$ cat config.mk
export PLATFORM = sky130hd
export DESIGN_NAME = vrc_top
export DESIGN_NICKNAME = d
export VERILOG_FILES = /design/src/vrc_pkg.sv /design/src/vrc_sync.sv /design/src/vrc_top.sv
export VERILOG_INCLUDE_DIRS = /design/src
export SDC_FILE = /design/constraint.sdc
export NUM_CORES = 1
export LEC_CHECK = 0
export BUFFER_PORTS_ARGS = -buffer_cell sky130_fd_sc_hd__buf_2
export CAP_MARGIN = 20
export CELL_PAD_IN_SITES_DETAIL_PLACEMENT = 1
export CELL_PAD_IN_SITES_GLOBAL_PLACEMENT = 1
export CORE_MARGIN = 2
export CORE_UTILIZATION = 43
export CTS_CLUSTER_DIAMETER = 120
export CTS_CLUSTER_SIZE = 28
export DETAILED_ROUTE_END_ITERATION = 7
export GPL_ROUTABILITY_DRIVEN = 0
export GPL_TIMING_DRIVEN = 0
export PLACE_DENSITY_LB_ADDON = 0.1
export SLEW_MARGIN = 5
export SYNTH_ARGS = -nofsm -noshare
export SYNTH_HDL_FRONTEND = slang
export SYNTH_SLANG_ARGS = --single-unit
$ cat constraint.sdc
create_clock -name ref_clk -period 43.7 [get_ports ref_clk]
set_input_delay 2.185 -clock ref_clk [delete_from_list [all_inputs] [get_ports ref_clk]]
set_output_delay 2.185 -clock ref_clk [all_outputs]
set_load 0.05 [all_outputs]
$ cat src/vrc_regs.svh
// constants of the voltage code reference and power-good block
// assumes a 50 MHz ref_clk and steps of 6.25 mV for all voltage arithmetic
`ifndef VRC_REGS_SVH
`define VRC_REGS_SVH
`define VRC_OFF_VOUT_CODE 8'h21
`define VRC_OFF_CONFIG_A 8'hd2
`define VRC_OFF_CONFIG_B 8'hd3
`define VRC_OFF_SLEW 8'hd6
`define VRC_OFF_TRIM 8'hdb
`define VRC_OFF_CAL 8'hdc
`define VRC_OFF_GOOD_HIGH 8'he0
`define VRC_OFF_GOOD_LOW 8'he1
`define VRC_OFF_STATUS 8'hf0
`define VRC_RST_VOUT_CODE 8'h00
`define VRC_RST_CONFIG 8'h00
`define VRC_RST_SLEW 8'h02
`define VRC_RST_TRIM 8'h00
`define VRC_RST_CAL 8'h00
`define VRC_RST_GOOD_HIGH 8'h00
`define VRC_RST_GOOD_LOW 8'h00
`define VRC_SRC_BIT 3
`define VRC_SIGN_BIT 5
`define VRC_OFFSET_MAX_STEPS 31
`define VRC_CODE_TOP_STEPS 258
`define VRC_OFF_CODE_LOW_MAX 8'h01
`define VRC_OFF_CODE_HIGH_MIN 8'hfe
`define VRC_NOCPU_CODE 8'hff
`define VRC_HIGH_BASE_STEPS 48
`define VRC_LOW_BASE_STEPS 80
`define VRC_LIMIT_STEP_STEPS 8
`define VRC_CLAMP_RELEASE_STEPS 48
`define VRC_CLK_NS 20
`define VRC_STEP_UV 6250
`define VRC_IGNORE_NS 200
`define VRC_BLANK_US 100
`define VRC_OFF_CONFIRM_US 5
`define VRC_GOOD_DELAY_US 20
`endif

$ cat src/vrc_pkg.sv
// types shared by the voltage code reference block
// assumes the constants header is included by the design files
package vrc_pkg;
	typedef enum logic [5:0] {
		ST_OFF = 6'b000001,
		ST_RAMP = 6'b000010,
		ST_DELAY = 6'b000100,
		ST_RUN = 6'b001000,
		ST_CONFIRM = 6'b010000,
		ST_SHUT = 6'b100000
	} vrc_state_e;
	typedef logic [7:0] vrc_byte_t;
endpackage : vrc_pkg

$ cat src/vrc_sync.sv
// two flip-flop synchroniser for pin inputs
// assumes the inputs are asynchronous to ref_clk
`timescale 1ns/1ps
`default_nettype none
module vrc_sync #(
	parameter int WIDTH = 1
) (
	input wire logic ref_clk,
	input wire logic reset,
	input wire logic clkEn,
	input wire logic [WIDTH-1:0] asyncIn,
	output logic [WIDTH-1:0] syncOut
);
	logic [WIDTH-1:0] stage1_ff;
	logic [WIDTH-1:0] stage2_ff;

	always_ff @(posedge ref_clk) begin
		if (reset) begin
			stage1_ff <= '0;
			stage2_ff <= '0;
		end else if (clkEn) begin
			stage1_ff <= asyncIn;
			stage2_ff <= stage1_ff;
		end
	end

	assign syncOut = stage2_ff;
endmodule : vrc_sync
`default_nettype wire

$ cat src/vrc_top.sv
// voltage code reference, slew, blanking and power-good control
// assumes pins asynchronous, register port and sense value on ref_clk
`timescale 1ns/1ps
`default_nettype none
`include "vrc_regs.svh"
module vrc_top #(
	parameter int BLANK_CYC = (`VRC_BLANK_US * 1000 + `VRC_CLK_NS - 1) / `VRC_CLK_NS,
	parameter int GOOD_DELAY_CYC = (`VRC_GOOD_DELAY_US * 1000 + `VRC_CLK_NS - 1) / `VRC_CLK_NS
) (
	input wire logic ref_clk,
	input wire logic reset,
	input wire logic clkEn,
	input wire logic [7:0] voltageCodePins,
	input wire logic enablePin,
	input wire logic loadStepUpPin,
	input wire logic loadReleasePin,
	input wire logic [9:0] outputSense,
	input wire logic regWrite,
	input wire logic regRead,
	input wire vrc_pkg::vrc_byte_t regAddr,
	input wire vrc_pkg::vrc_byte_t regWdata,
	output vrc_pkg::vrc_byte_t regRdata,
	output logic regRdValid,
	output logic [9:0] refLevel,
	output logic controllerRun,
	output logic phaseBoost,
	output logic releaseDetect,
	output logic overvoltClamp,
	input wire logic powerOkIn,
	output logic powerOkOut,
	output logic powerOkOeN
);
	import vrc_pkg::*;

	localparam int IGNORE_CYC = (`VRC_IGNORE_NS + `VRC_CLK_NS - 1) / `VRC_CLK_NS;
	localparam int CONFIRM_CYC = (`VRC_OFF_CONFIRM_US * 1000 + `VRC_CLK_NS - 1) / `VRC_CLK_NS;
	localparam int STEP_NS = `VRC_STEP_UV;

	logic [7:0] pinSync;
	logic [3:0] miscSync;
	logic enableSync;
	logic stepUpSync;
	logic releaseSync;
	logic powerOkPinSync;

	vrc_sync #(.WIDTH(8)) uPinSync (
		.ref_clk(ref_clk),
		.reset(reset),
		.clkEn(clkEn),
		.asyncIn(voltageCodePins),
		.syncOut(pinSync)
	);

	vrc_sync #(.WIDTH(4)) uMiscSync (
		.ref_clk(ref_clk),
		.reset(reset),
		.clkEn(clkEn),
		.asyncIn({powerOkIn, loadReleasePin, loadStepUpPin, enablePin}),
		.syncOut(miscSync)
	);

	assign enableSync = miscSync[0];
	assign stepUpSync = miscSync[1];
	assign releaseSync = miscSync[2];
	assign powerOkPinSync = miscSync[3];

	// register file
	vrc_byte_t voutCode_ff;
	vrc_byte_t configA_ff;
	vrc_byte_t configB_ff;
	vrc_byte_t slew_ff;
	vrc_byte_t trim_ff;
	vrc_byte_t cal_ff;
	vrc_byte_t goodHigh_ff;
	vrc_byte_t goodLow_ff;

	always_ff @(posedge ref_clk) begin
		if (reset) begin
			voutCode_ff <= `VRC_RST_VOUT_CODE;
			configA_ff <= `VRC_RST_CONFIG;
			configB_ff <= `VRC_RST_CONFIG;
			slew_ff <= `VRC_RST_SLEW;
			trim_ff <= `VRC_RST_TRIM;
			cal_ff <= `VRC_RST_CAL;
			goodHigh_ff <= `VRC_RST_GOOD_HIGH;
			goodLow_ff <= `VRC_RST_GOOD_LOW;
		end else if (clkEn && regWrite) begin
			case (regAddr)
				`VRC_OFF_VOUT_CODE: voutCode_ff <= regWdata;
				`VRC_OFF_CONFIG_A: configA_ff <= regWdata;
				`VRC_OFF_CONFIG_B: configB_ff <= regWdata;
				`VRC_OFF_SLEW: slew_ff <= regWdata;
				`VRC_OFF_TRIM: trim_ff <= regWdata;
				`VRC_OFF_CAL: cal_ff <= regWdata;
				`VRC_OFF_GOOD_HIGH: goodHigh_ff <= regWdata;
				`VRC_OFF_GOOD_LOW: goodLow_ff <= regWdata;
				default: ;
			endcase
		end
	end

	// pin code filter
	vrc_byte_t pinPrev_ff;
	vrc_byte_t pinLatched_ff;
	logic [3:0] ignoreCnt_ff;

	always_ff @(posedge ref_clk) begin
		if (reset) begin
			pinPrev_ff <= 8'h00;
			pinLatched_ff <= `VRC_NOCPU_CODE;
			ignoreCnt_ff <= 4'h0;
		end else if (clkEn) begin
			pinPrev_ff <= pinSync;
			if (pinSync != pinPrev_ff) begin
				ignoreCnt_ff <= 4'(IGNORE_CYC);
			end else if (ignoreCnt_ff != 4'h0) begin
				ignoreCnt_ff <= ignoreCnt_ff - 4'h1;
				if (ignoreCnt_ff == 4'h1) begin
					pinLatched_ff <= pinSync;
				end
			end
		end
	end

	// code source and offset
	logic useProgrammed;
	vrc_byte_t effCode;
	logic offCode;
	logic noCpu;
	logic signed [6:0] trimVal;
	logic signed [6:0] calVal;
	logic signed [6:0] offSum;
	logic signed [6:0] offSat;
	logic signed [11:0] goalCalc;
	logic [9:0] codeGoal;

	assign useProgrammed = configA_ff[`VRC_SRC_BIT] && configB_ff[`VRC_SRC_BIT];
	assign effCode = useProgrammed ? voutCode_ff : pinLatched_ff;
	assign offCode = (effCode <= `VRC_OFF_CODE_LOW_MAX) || (effCode >= `VRC_OFF_CODE_HIGH_MIN);
	assign noCpu = (pinLatched_ff == `VRC_NOCPU_CODE) && !useProgrammed;

	assign trimVal = trim_ff[`VRC_SIGN_BIT] ? -$signed({2'b00, trim_ff[4:0]})
		: $signed({2'b00, trim_ff[4:0]});
	assign calVal = cal_ff[`VRC_SIGN_BIT] ? -$signed({2'b00, cal_ff[4:0]})
		: $signed({2'b00, cal_ff[4:0]});
	assign offSum = trimVal + calVal;

	always_comb begin
		offSat = offSum;
		if (offSum > 7'sd31) begin
			offSat = 7'(`VRC_OFFSET_MAX_STEPS);
		end else if (offSum < -7'sd31) begin
			offSat = -7'(`VRC_OFFSET_MAX_STEPS);
		end
	end

	always_comb begin
		goalCalc = 12'sd0;
		codeGoal = 10'h000;
		if (!offCode) begin
			goalCalc = 12'(`VRC_CODE_TOP_STEPS) - $signed({4'h0, effCode})
				+ 12'(offSat);
			if (goalCalc > 12'sd0) begin
				codeGoal = goalCalc[9:0];
			end
		end
	end

	// code change blanking
	vrc_byte_t effPrev_ff;
	logic [12:0] blankCnt_ff;
	logic blanking;
	logic codeChange;

	assign codeChange = effCode != effPrev_ff;
	assign blanking = blankCnt_ff != 13'h0000;

	always_ff @(posedge ref_clk) begin
		if (reset) begin
			effPrev_ff <= `VRC_NOCPU_CODE;
			blankCnt_ff <= 13'h0000;
		end else if (clkEn) begin
			effPrev_ff <= effCode;
			if (codeChange) begin
				blankCnt_ff <= 13'(BLANK_CYC);
			end else if (blanking) begin
				blankCnt_ff <= blankCnt_ff - 13'h0001;
			end
		end
	end

	// sequencing
	vrc_state_e state_ff;
	vrc_state_e nxt_state;
	logic [9:0] slewRef_ff;
	logic [15:0] seqCnt_ff;
	logic atGoal;

	assign atGoal = slewRef_ff == codeGoal;

	always_comb begin
		nxt_state = state_ff;
		case (state_ff)
			ST_OFF: begin
				if (!offCode) begin
					nxt_state = ST_RAMP;
				end
			end
			ST_RAMP: begin
				if (atGoal) begin
					nxt_state = ST_DELAY;
				end
			end
			ST_DELAY: begin
				if (seqCnt_ff == 16'h0000) begin
					nxt_state = ST_RUN;
				end
			end
			ST_RUN: begin
				if (offCode) begin
					nxt_state = ST_CONFIRM;
				end
			end
			ST_CONFIRM: begin
				if (!offCode) begin
					nxt_state = ST_RUN;
				end else if (seqCnt_ff == 16'h0000) begin
					nxt_state = ST_SHUT;
				end
			end
			ST_SHUT: begin
				if (!offCode) begin
					nxt_state = ST_RAMP;
				end
			end
			default: nxt_state = ST_OFF;
		endcase
		if (!enableSync) begin
			nxt_state = ST_OFF;
		end
	end

	always_ff @(posedge ref_clk) begin
		if (reset) begin
			state_ff <= ST_OFF;
		end else if (clkEn) begin
			state_ff <= nxt_state;
		end
	end

	always_ff @(posedge ref_clk) begin
		if (reset) begin
			seqCnt_ff <= 16'h0000;
		end else if (clkEn) begin
			if (nxt_state != state_ff) begin
				if (nxt_state == ST_DELAY) begin
					seqCnt_ff <= 16'(GOOD_DELAY_CYC - 1);
				end else if (nxt_state == ST_CONFIRM) begin
					seqCnt_ff <= 16'(CONFIRM_CYC - 1);
				end else begin
					seqCnt_ff <= 16'h0000;
				end
			end else if (seqCnt_ff != 16'h0000) begin
				seqCnt_ff <= seqCnt_ff - 16'h0001;
			end
		end
	end

	// slew limiting
	logic [8:0] stepCnt_ff;
	logic [8:0] stepReload;
	logic [9:0] slewGoal;
	logic [4:0] rateVpm;

	// rate code to volts per ms
	assign rateVpm = {1'b0, slew_ff[2:0], 1'b1};
	assign stepReload = 9'((STEP_NS + int'(rateVpm) * `VRC_CLK_NS - 1)
		/ (int'(rateVpm) * `VRC_CLK_NS) - 1);
	assign slewGoal = (state_ff == ST_OFF || state_ff == ST_SHUT) ? 10'h000 : codeGoal;

	always_ff @(posedge ref_clk) begin
		if (reset) begin
			slewRef_ff <= 10'h000;
			stepCnt_ff <= 9'h000;
		end else if (clkEn) begin
			if (slewRef_ff == slewGoal) begin
				stepCnt_ff <= stepReload;
			end else if (stepCnt_ff != 9'h000) begin
				stepCnt_ff <= stepCnt_ff - 9'h001;
			end else begin
				stepCnt_ff <= stepReload;
				if (slewRef_ff < slewGoal) begin
					slewRef_ff <= slewRef_ff + 10'h001;
				end else begin
					slewRef_ff <= slewRef_ff - 10'h001;
				end
			end
		end
	end

	// window monitors
	logic [11:0] highSteps;
	logic [11:0] lowSteps;
	logic [11:0] upperLim;
	logic inWindow;
	logic overHigh;
	logic active;

	assign highSteps = 12'(`VRC_HIGH_BASE_STEPS)
		- 12'(`VRC_LIMIT_STEP_STEPS) * {10'h000, goodHigh_ff[1:0]};
	assign lowSteps = 12'(`VRC_LOW_BASE_STEPS)
		- 12'(`VRC_LIMIT_STEP_STEPS) * {9'h000, goodLow_ff[2:0]};
	assign upperLim = {2'b00, slewRef_ff} + highSteps;
	assign overHigh = {2'b00, outputSense} > upperLim;
	assign inWindow = !overHigh && ({2'b00, outputSense} + lowSteps >= {2'b00, slewRef_ff});
	assign active = state_ff == ST_RUN || state_ff == ST_CONFIRM;

	logic powerOk_ff;
	logic clamp_ff;
	logic boost_ff;
	logic release_ff;

	always_ff @(posedge ref_clk) begin
		if (reset) begin
			powerOk_ff <= 1'b0;
		end else if (clkEn) begin
			powerOk_ff <= active && enableSync && !noCpu && (inWindow || blanking);
		end
	end

	always_ff @(posedge ref_clk) begin
		if (reset) begin
			clamp_ff <= 1'b0;
		end else if (clkEn) begin
			if (state_ff != ST_OFF && !blanking && overHigh) begin
				clamp_ff <= 1'b1;
			end else if (outputSense < 10'(`VRC_CLAMP_RELEASE_STEPS)) begin
				clamp_ff <= 1'b0;
			end
		end
	end

	always_ff @(posedge ref_clk) begin
		if (reset) begin
			boost_ff <= 1'b0;
			release_ff <= 1'b0;
		end else if (clkEn) begin
			boost_ff <= stepUpSync && active;
			release_ff <= releaseSync && state_ff != ST_OFF;
		end
	end

	// register read port
	vrc_byte_t rdMux;
	vrc_byte_t rdData_ff;
	logic rdValid_ff;

	always_comb begin
		case (regAddr)
			`VRC_OFF_VOUT_CODE: rdMux = voutCode_ff;
			`VRC_OFF_CONFIG_A: rdMux = configA_ff;
			`VRC_OFF_CONFIG_B: rdMux = configB_ff;
			`VRC_OFF_SLEW: rdMux = slew_ff;
			`VRC_OFF_TRIM: rdMux = trim_ff;
			`VRC_OFF_CAL: rdMux = cal_ff;
			`VRC_OFF_GOOD_HIGH: rdMux = goodHigh_ff;
			`VRC_OFF_GOOD_LOW: rdMux = goodLow_ff;
			`VRC_OFF_STATUS: rdMux = {1'b0, powerOkPinSync, clamp_ff, state_ff == ST_SHUT,
				blanking, useProgrammed, powerOk_ff, active};
			default: rdMux = 8'h00;
		endcase
	end

	always_ff @(posedge ref_clk) begin
		if (reset) begin
			rdData_ff <= 8'h00;
			rdValid_ff <= 1'b0;
		end else if (clkEn) begin
			rdValid_ff <= regRead;
			if (regRead) begin
				rdData_ff <= rdMux;
			end
		end
	end

	assign regRdata = rdData_ff;
	assign regRdValid = rdValid_ff;
	assign refLevel = slewRef_ff;
	assign controllerRun = state_ff != ST_OFF && state_ff != ST_SHUT;
	assign phaseBoost = boost_ff;
	assign releaseDetect = release_ff;
	assign overvoltClamp = clamp_ff;
	assign powerOkOut = 1'b0;
	assign powerOkOeN = powerOk_ff;
endmodule : vrc_top
`default_nettype wire

==> impl_metrics.env, run 1 <==
export IMPL_global_route_overflow_total=0
export IMPL_hold_buffers=0
export IMPL_ir_drop_uv=31.2
export IMPL_worst_pin_slew_ns=1.06
export IMPL_synth_adder_area_share=0.103
export IMPL_rows=74
export IMPL_cts_tree="done"
export IMPL_reg2reg_from="slew_ff[1]"
export IMPL_initial_core_util=0.433
export IMPL_via_count=17600
export IMPL_yosysTopAreaCell="dfxtp_1"
export IMPL_core_area_sq_um=40600
export IMPL_crit_type="reg2reg"
export IMPL_drtIter0Drc=810
export IMPL_crit_arrival_ns=30.36
export IMPL_max_freq_mhz=33.3
export IMPL_first_global_vias=18200
export IMPL_viasPerCell=6.03
export IMPL_finalNonFillerCells=2909
export IMPL_outcome="finished, final reports clean"
export IMPL_synth_edf_count=0
export IMPL_grt_usage=0.287
export IMPL_path_clk_slew_ns=0.07
export IMPL_r2r_cells=105
export IMPL_yosysUniqueCellTypes=113
export IMPL_yosysWarningCount=0
export IMPL_regArea_sq_um=3660
export IMPL_reg2reg_to="stepCnt_ff[6]"
export IMPL_setup_viol=0
export IMPL_yosys_most_used_dff="dfxtp_1"
export IMPL_die_h_um=206
export IMPL_cp_end_kind="flop"
export IMPL_io_buffers=57
export IMPL_crit_slowest_cell="fa_1"
export IMPL_n_fill_cell=5102
export IMPL_cpMostUsedCell="ha_1"
export IMPL_synthXorXnorAreaFrac=0.0831
export IMPL_area_growth_pct=9.07
export IMPL_finalCriticalPeriod_ns=30.00
export IMPL_cts_root_buf="clkbuf_16"
export IMPL_n_antenna_cell=0
export IMPL_timing_max_cap_violations=0
export IMPL_reg2reg_slack_ns=13.70
export IMPL_min_path_type="reg2reg"
export IMPL_critPathCapture="stepCnt_ff[6]"
export IMPL_fp_dieW_um=206
export IMPL_hold_violations=0
export IMPL_cts_setup_buffers=0
export IMPL_power_density_nw_per_um2=23.7
export IMPL_ctsLongestPathBuffers=2
export IMPL_drtPass1Iterations=5
export IMPL_dp_hpwl_um=48400
export IMPL_cts_buffers=17
export IMPL_synth_nets=2467
export IMPL_drc=0
export IMPL_cts_sinks=183
export IMPL_finalNetCount=2549
export IMPL_wl_um=60400
export IMPL_cp_max_fo=18
export IMPL_drt_wirelength_per_cell_um=20.8
export IMPL_grt_pass1_wl_um=96800
export IMPL_setup_ws_ns=13.70
export IMPL_crit_buf_inv=14
export IMPL_relSlewSlack=0.284
export IMPL_synth_area_top_cells="dfxtp_1 21%, ha_1 9.5%, mux2i_1 7.9%"
export IMPL_h_tree_depth=4
export IMPL_leakage_nw=8.00
export IMPL_p_total_uw=455
export IMPL_io_pins=68
export IMPL_min_from="configA_ff[7]"
export IMPL_clock_latency_ns=0.45
export IMPL_grt_max_degree=19
export IMPL_synth_top_cell_area_share=0.208
export IMPL_synth_cells=2283
export IMPL_path_depth=105
export IMPL_synthMuxAreaShare=0.0912
export IMPL_ys_seq_area_frac=0.208
export IMPL_multi_input_area_sq_um=13200
export IMPL_synthArstFlopShare=0
export IMPL_period_share=0.686
export IMPL_crit_path_start="slew_ff[1]"
export IMPL_synth_top_family_by_area="simple AND/OR/NAND/NOR gates"
export IMPL_avgSynthCellArea_sq_um=7.71
export IMPL_start_kind="flop"
export IMPL_antenna_found_initial=0
export IMPL_crit_family="compound AO/OA/AOI/OAI gates"
export IMPL_drive_gt1_frac=0.0841
export IMPL_place_ws_ns=14.02
export IMPL_rsz0062_at_grt="false"
export IMPL_clock_skew_ns=0.00770
export IMPL_dp_cells=2875
export IMPL_critPathMaxStageDelay_ns=1.06
export IMPL_antenna_left=0
export IMPL_yosys_area_share_simple=0.243
export IMPL_drv_slew=0
export IMPL_synth_compound_area_frac=0.229
export IMPL_tns_ns=0
export IMPL_critical_path_required_ns=44.06
export IMPL_synth_seq_cells=183
export IMPL_syn_area_sq_um=17600
export IMPL_die_area_sq_um=42600
export IMPL_cts_resized=0
==> cells by family after synthesis <==
kind of cell | Yosys count
compound gates | 576
xor+xnor | 164
fa+ha+maj | 141
buf+inv | 187
flops | 183
mux | 158
other cells | 1
simple gates | 873
==> stage by stage <==
step / instance area, sq um / utilization / hold WS, ns
after floorplan: 17600 / - / 0.431
after CTS: 19200 / 0.472 / 0.460
after global routing: 19200 / 0.472 / 0.486
final: 19200 / 0.472 / 0.457
after detailed placement: 18600 / 0.458 / 0.451
after global placement: 18600 / 0.457 / 0.439
==> cell usage in the layout, fill, tap and decap left out, types with 18 or more instances in the layout <==
cell,count
buf_2,69
xnor2_1,113
dfxtp_1,183
mux2i_1,139
nand2b_1,38
inv_1,92
o21ai_0,105
or3_1,21
a21oi_1,144
xor2_1,49
o21a_1,25
a21o_1,31
nand4_1,32
nand3_1,60
a211o_1,26
o31ai_1,18
nor2_1,320
nand2_1,172
nor2b_1,24
clkbuf_1,62
ha_1,134
nor4_1,26
nor3_1,75
mux2_2,18
==> flip-flops by register name, summed over array words and instances (netlist names), 4 cells and up <==
name and cells:
blankCnt_ff 13, cal_ff 8, configA_ff 8, configB_ff 8, effPrev_ff 8, goodHigh_ff 8, goodLow_ff 8, ignoreCnt_ff 4
pinLatched_ff 8, pinPrev_ff 8, refLevel 10, regRdata 8, seqCnt_ff 16, slew_ff 8, state_ff 6, stepCnt_ff 9
trim_ff 8, uMiscSync.stage1_ff 4, uMiscSync.syncOut 4, uPinSync.stage1_ff 8, uPinSync.syncOut 8, voutCode_ff 8
==> worst min path at each step <==
stage / cells past startpoint / slack [ns] / endpoint
6_report: 2 / 0.46 / configA_ff[7]
3_3_place_gp: 2 / 0.44 / configA_ff[1]
5_1_grt: 2 / 0.49 / configA_ff[0]
4_1_cts: 2 / 0.46 / configA_ff[0]
2_1_floorplan: 2 / 0.43 / configA_ff[0]
3_5_place_dp: 2 / 0.45 / configA_ff[0]
==> cell usage after synthesis (7+ instances only) <==
cell type / instances
nor2_1: 320
dfxtp_1: 183
nand2_1: 172
a21oi_1: 144
mux2i_1: 139
ha_1: 134
xnor2_1: 113
o21ai_0: 106
inv_1: 92
nor3_1: 78
clkbuf_1: 60
nand3_1: 60
xor2_1: 49
nand2b_1: 38
nand4_1: 32
a21o_1: 31
a211o_1: 26
nor4_1: 26
o21a_1: 25
nor2b_1: 24
or3_1: 21
mux2_2: 18
o31ai_1: 18
a211oi_1: 17
and2_1: 17
o21bai_1: 17
a31oi_1: 16
o211ai_1: 16
buf_1: 14
a2111oi_0: 13
and3_1: 13
a22oi_1: 10
a41oi_1: 10
buf_2: 10
o21ai_1: 10
or2_2: 10
a221o_1: 9
o22ai_1: 8
and4_1: 7
fa_1: 7
o2111ai_1: 7
==> worst reg2reg max path: cells and delay by family (launching register included) <==
family          cells  cell delay, ns
compound gates     45           11.81
simple gates       27            6.90
mux                 3            1.18
flops               1            0.90
fa+ha+maj          13            4.71
xor+xnor            3            0.82
buf+inv            14            3.63
==> per-layer routing <==
metal  up-vias  global-route usage  part of all wire
met4         0               0.123             0.039
met3       121              0.0240             0.022
met5         -                   0                 0
li1       8492                   -                 -
met1      8624               0.336              0.43
met2       316               0.532              0.51
==> cell type report <==
type                            instances  area share
Clock inverter                         10     0.00691
Inverter                               97      0.0191
Buffer                                 90      0.0200
Timing Repair Buffer                   63      0.0167
Sequential cell                       183       0.191
Multi-Input combinational cell       1913       0.688
Tap cell                              532      0.0347
Clock buffer                           21      0.0240
==> report_power, final <==
group          switching, mW  total (mW)  internal [mW]
Combinational         0.0656       0.107         0.0417
Sequential            0.0102       0.188          0.178
Clock                 0.0714       0.160         0.0885
No activity file was read; power rests on OpenSTA's default activity.
==> run 2, diff against run 1 <==
ABC_AREA = 1   (was unset)
CORE_UTILIZATION = 41   (was 43)
clock period = 24.6 ns   (was 43.7 ns; I/O delays follow)
==> run 2 against run 1 <==
- sequential share of layout area down 0.44 points
- total power up 130%
- design area up 2.4%
- register-to-register slack worse by 12 ns
- die area up 6.7%
==> impl_metrics.env, run 2 <==
export IMPL_hold_violations=0
export IMPL_ctsLongestPathBuffers=2
export IMPL_p_int_uw=619
export IMPL_switching_share=0.415
export IMPL_antenna_found_initial=0
export IMPL_h_tree_depth=4
export IMPL_antenna_left=0
export IMPL_cts_tree="done"
export IMPL_cp_max_fo=15
export IMPL_crit_slowest_cell="fa_2"
export IMPL_path_clk_slew_ns=0.07
export IMPL_hold_buffers=0
export IMPL_syn_area_sq_um=17900
export IMPL_synth_edf_count=0
export IMPL_first_global_vias=19900
export IMPL_layout_common_cells="652 x nand2_1, 407 x inv_1, 306 x nor2_1"
export IMPL_top_register="seqCnt_ff"
export IMPL_drive_gt1_frac=0.0810
export IMPL_synth_area_top_cells="dfxtp_1 20%, nand2_1 14%, ha_1 9.3%"
export IMPL_grt_usage=0.294
export IMPL_worst_pin_slew_ns=0.984
export IMPL_power_frac_seq=0.304
export IMPL_final_common_cell="nand2_1"
export IMPL_n_antenna_cell=0
export IMPL_die_area_sq_um=45500
export IMPL_synth_seq_cells=183
export IMPL_io_buffers=65
export IMPL_finalNonFillerCells=3609
export IMPL_finalNetCount=3195
export IMPL_timing_max_cap_violations=0
export IMPL_finalCriticalPeriod_ns=22.59
export IMPL_tns_ns=0
export IMPL_grt_pass1_wl_um=106000
export IMPL_dp_hpwl_um=54500
export IMPL_max_freq_mhz=44.3
export IMPL_rsz0062_at_grt="false"
export IMPL_via_count=20100
export IMPL_synth_most_common_cell="nand2_1"
export IMPL_p_sw_uw=439
export IMPL_fp_dieW_um=213
export IMPL_leakage_nw=9.89
export IMPL_drt_wirelength_per_cell_um=18.5
export IMPL_ys_seq_area_frac=0.204
export IMPL_yosysUniqueCellTypes=60
export IMPL_clock_skew_ns=0.00770
export IMPL_avgSynthCellArea_sq_um=6.14
export IMPL_cp_end_kind="flop"
export IMPL_design_area_sq_um=19700
export IMPL_viasPerCell=5.56
export IMPL_synth_nets=3105
export IMPL_cts_sinks=183
export IMPL_relSlewSlack=0.338
export IMPL_min_path_type="reg2reg"
export IMPL_crit_type="reg2reg"
export IMPL_yosysWarningCount=0
export IMPL_dpl_instance_area_sq_um=19000
export IMPL_critPathMaxStageDelay_ns=0.82
export IMPL_start_kind="flop"
export IMPL_comb_power_share=0.417
export IMPL_largest_reg_flops=16
export IMPL_drc=0
export IMPL_area_growth_pct=9.61
export IMPL_reg2reg_slack_ns=2.01
export IMPL_setup_viol=0
export IMPL_drv_slew=0
export IMPL_clock_latency_ns=0.46
export IMPL_core_area_sq_um=43200
export IMPL_critical_path_required_ns=24.92
export IMPL_drtPass1Iterations=5
export IMPL_io_pins=68
export IMPL_global_route_overflow_total=0
export IMPL_synth_cells=2921
export IMPL_n_fill_cell=6040
export IMPL_cts_buffers=17
export IMPL_period_share=0.918
export IMPL_cts_root_buf="clkbuf_16"
export IMPL_initial_core_util=0.416
export IMPL_dp_cells=3571
export IMPL_yosysTopAreaCell="dfxtp_1"
export IMPL_power_density_nw_per_um2=53.8
export IMPL_outcome="finished, final reports clean"
export IMPL_drtIter0Drc=1309
export IMPL_ir_drop_uv=45.7
export IMPL_synth_top_cell_area_share=0.204
export IMPL_clockPowerShare=0.279
export IMPL_grt_max_degree=20
export IMPL_crit_arrival_ns=22.91
export IMPL_die_h_um=213
export IMPL_wl_um=66900
export IMPL_synth_commonest_cells="652 x nand2_1, 407 x inv_1, 306 x nor2_1"
export IMPL_synthArstFlopShare=0
export IMPL_yosys_most_used_dff="dfxtp_1"
export IMPL_rows=76
export IMPL_cpMostUsedCell="nand2_1"
==> run 2: cell families after synthesis <==
family	Yosys count	share of synthesized area
XOR/XNOR	113	0.0552
buffers and inverters	505	0.112
adder cells (fa/ha/maj)	141	0.101
AO/OA/AOI/OAI	560	0.171
AND/OR/NAND/NOR	1418	0.356
other	1	0.000209
flip-flops	183	0.204
==> run 2: power groups by stage <==
| stage | sequential (mW) | clock (mW) | combinational, mW |
|---|---|---|---|
| 2_1_floorplan | 0.325 | 0 | 0.315 |
| 3_3_place_gp | 0.327 | 0 | 0.417 |
| 3_5_place_dp | 0.328 | 0 | 0.432 |
| 4_1_cts | 0.321 | 0.298 | 0.435 |
| 5_1_grt | 0.323 | 0.309 | 0.492 |
| 6_report | 0.321 | 0.295 | 0.442 |
==> run 2: per-layer routing <==
metal | track usage | routed length [um] | vias to the layer above
li1 | - | - | 9785
met1 | 0.425 | 33100 | 9791
met2 | 0.475 | 29600 | 442
met3 | 0.0277 | 3220 | 65
met4 | 0.0591 | 900 | 0
met5 | 0 | 0 | -
==> run 2: cell type report <==
cell class                 count  area (sq um)  area share
multi-input combinational   2233         12300       0.624
sequential                   183          3660       0.186
inverter                     431          1630      0.0826
tap                          585           732      0.0372
clock buffer                  23           478      0.0243
buffer                        74           385      0.0196
timing repair buffer          71           368      0.0187
clock inverter                 9           141     0.00719
==> run 2: what timing repair did <==
action                                  in CTS  in global routing
resized for setup                            0                  4
buffers inserted                             0                  5
endpoints found under the setup margin       0                  7
==> run 2: worst paths after layout <==
| check | from | endpoint | cells after the start |
|---|---|---|---|
| worst min register to register | configB_ff[6] | configB_ff[6] | 2 |
| worst max-delay path | slew_ff[1] | stepCnt_ff[8] | 141 |
| worst min-delay path | configB_ff[6] | configB_ff[6] | 2 |
| worst max register to register | slew_ff[1] | stepCnt_ff[8] | 141 |
==> run 2: worst max-delay path: cells and delay by family, from the launching register on <==
family	cells	cell delay (ns)
AND/OR/NAND/NOR	75	9.01
adder cells (fa/ha/maj)	13	4.58
buffers and inverters	32	4.34
AO/OA/AOI/OAI	19	3.51
flip-flops	1	0.58
XOR/XNOR	2	0.36
==> run 2: per-stage QoR <==
stage / total power [mW] / utilization / worst slack, ns / hold slack [ns]
after floorplan: 0.640 / - / 6.40 / 0.424
after global placement: 0.744 / 0.440 / 2.13 / 0.434
after detailed placement: 0.760 / 0.440 / 1.47 / 0.446
after CTS: 1.05 / 0.454 / 1.40 / 0.455
after global routing: 1.12 / 0.456 / 0.0181 / 0.477
final: 1.06 / 0.456 / 2.01 / 0.458
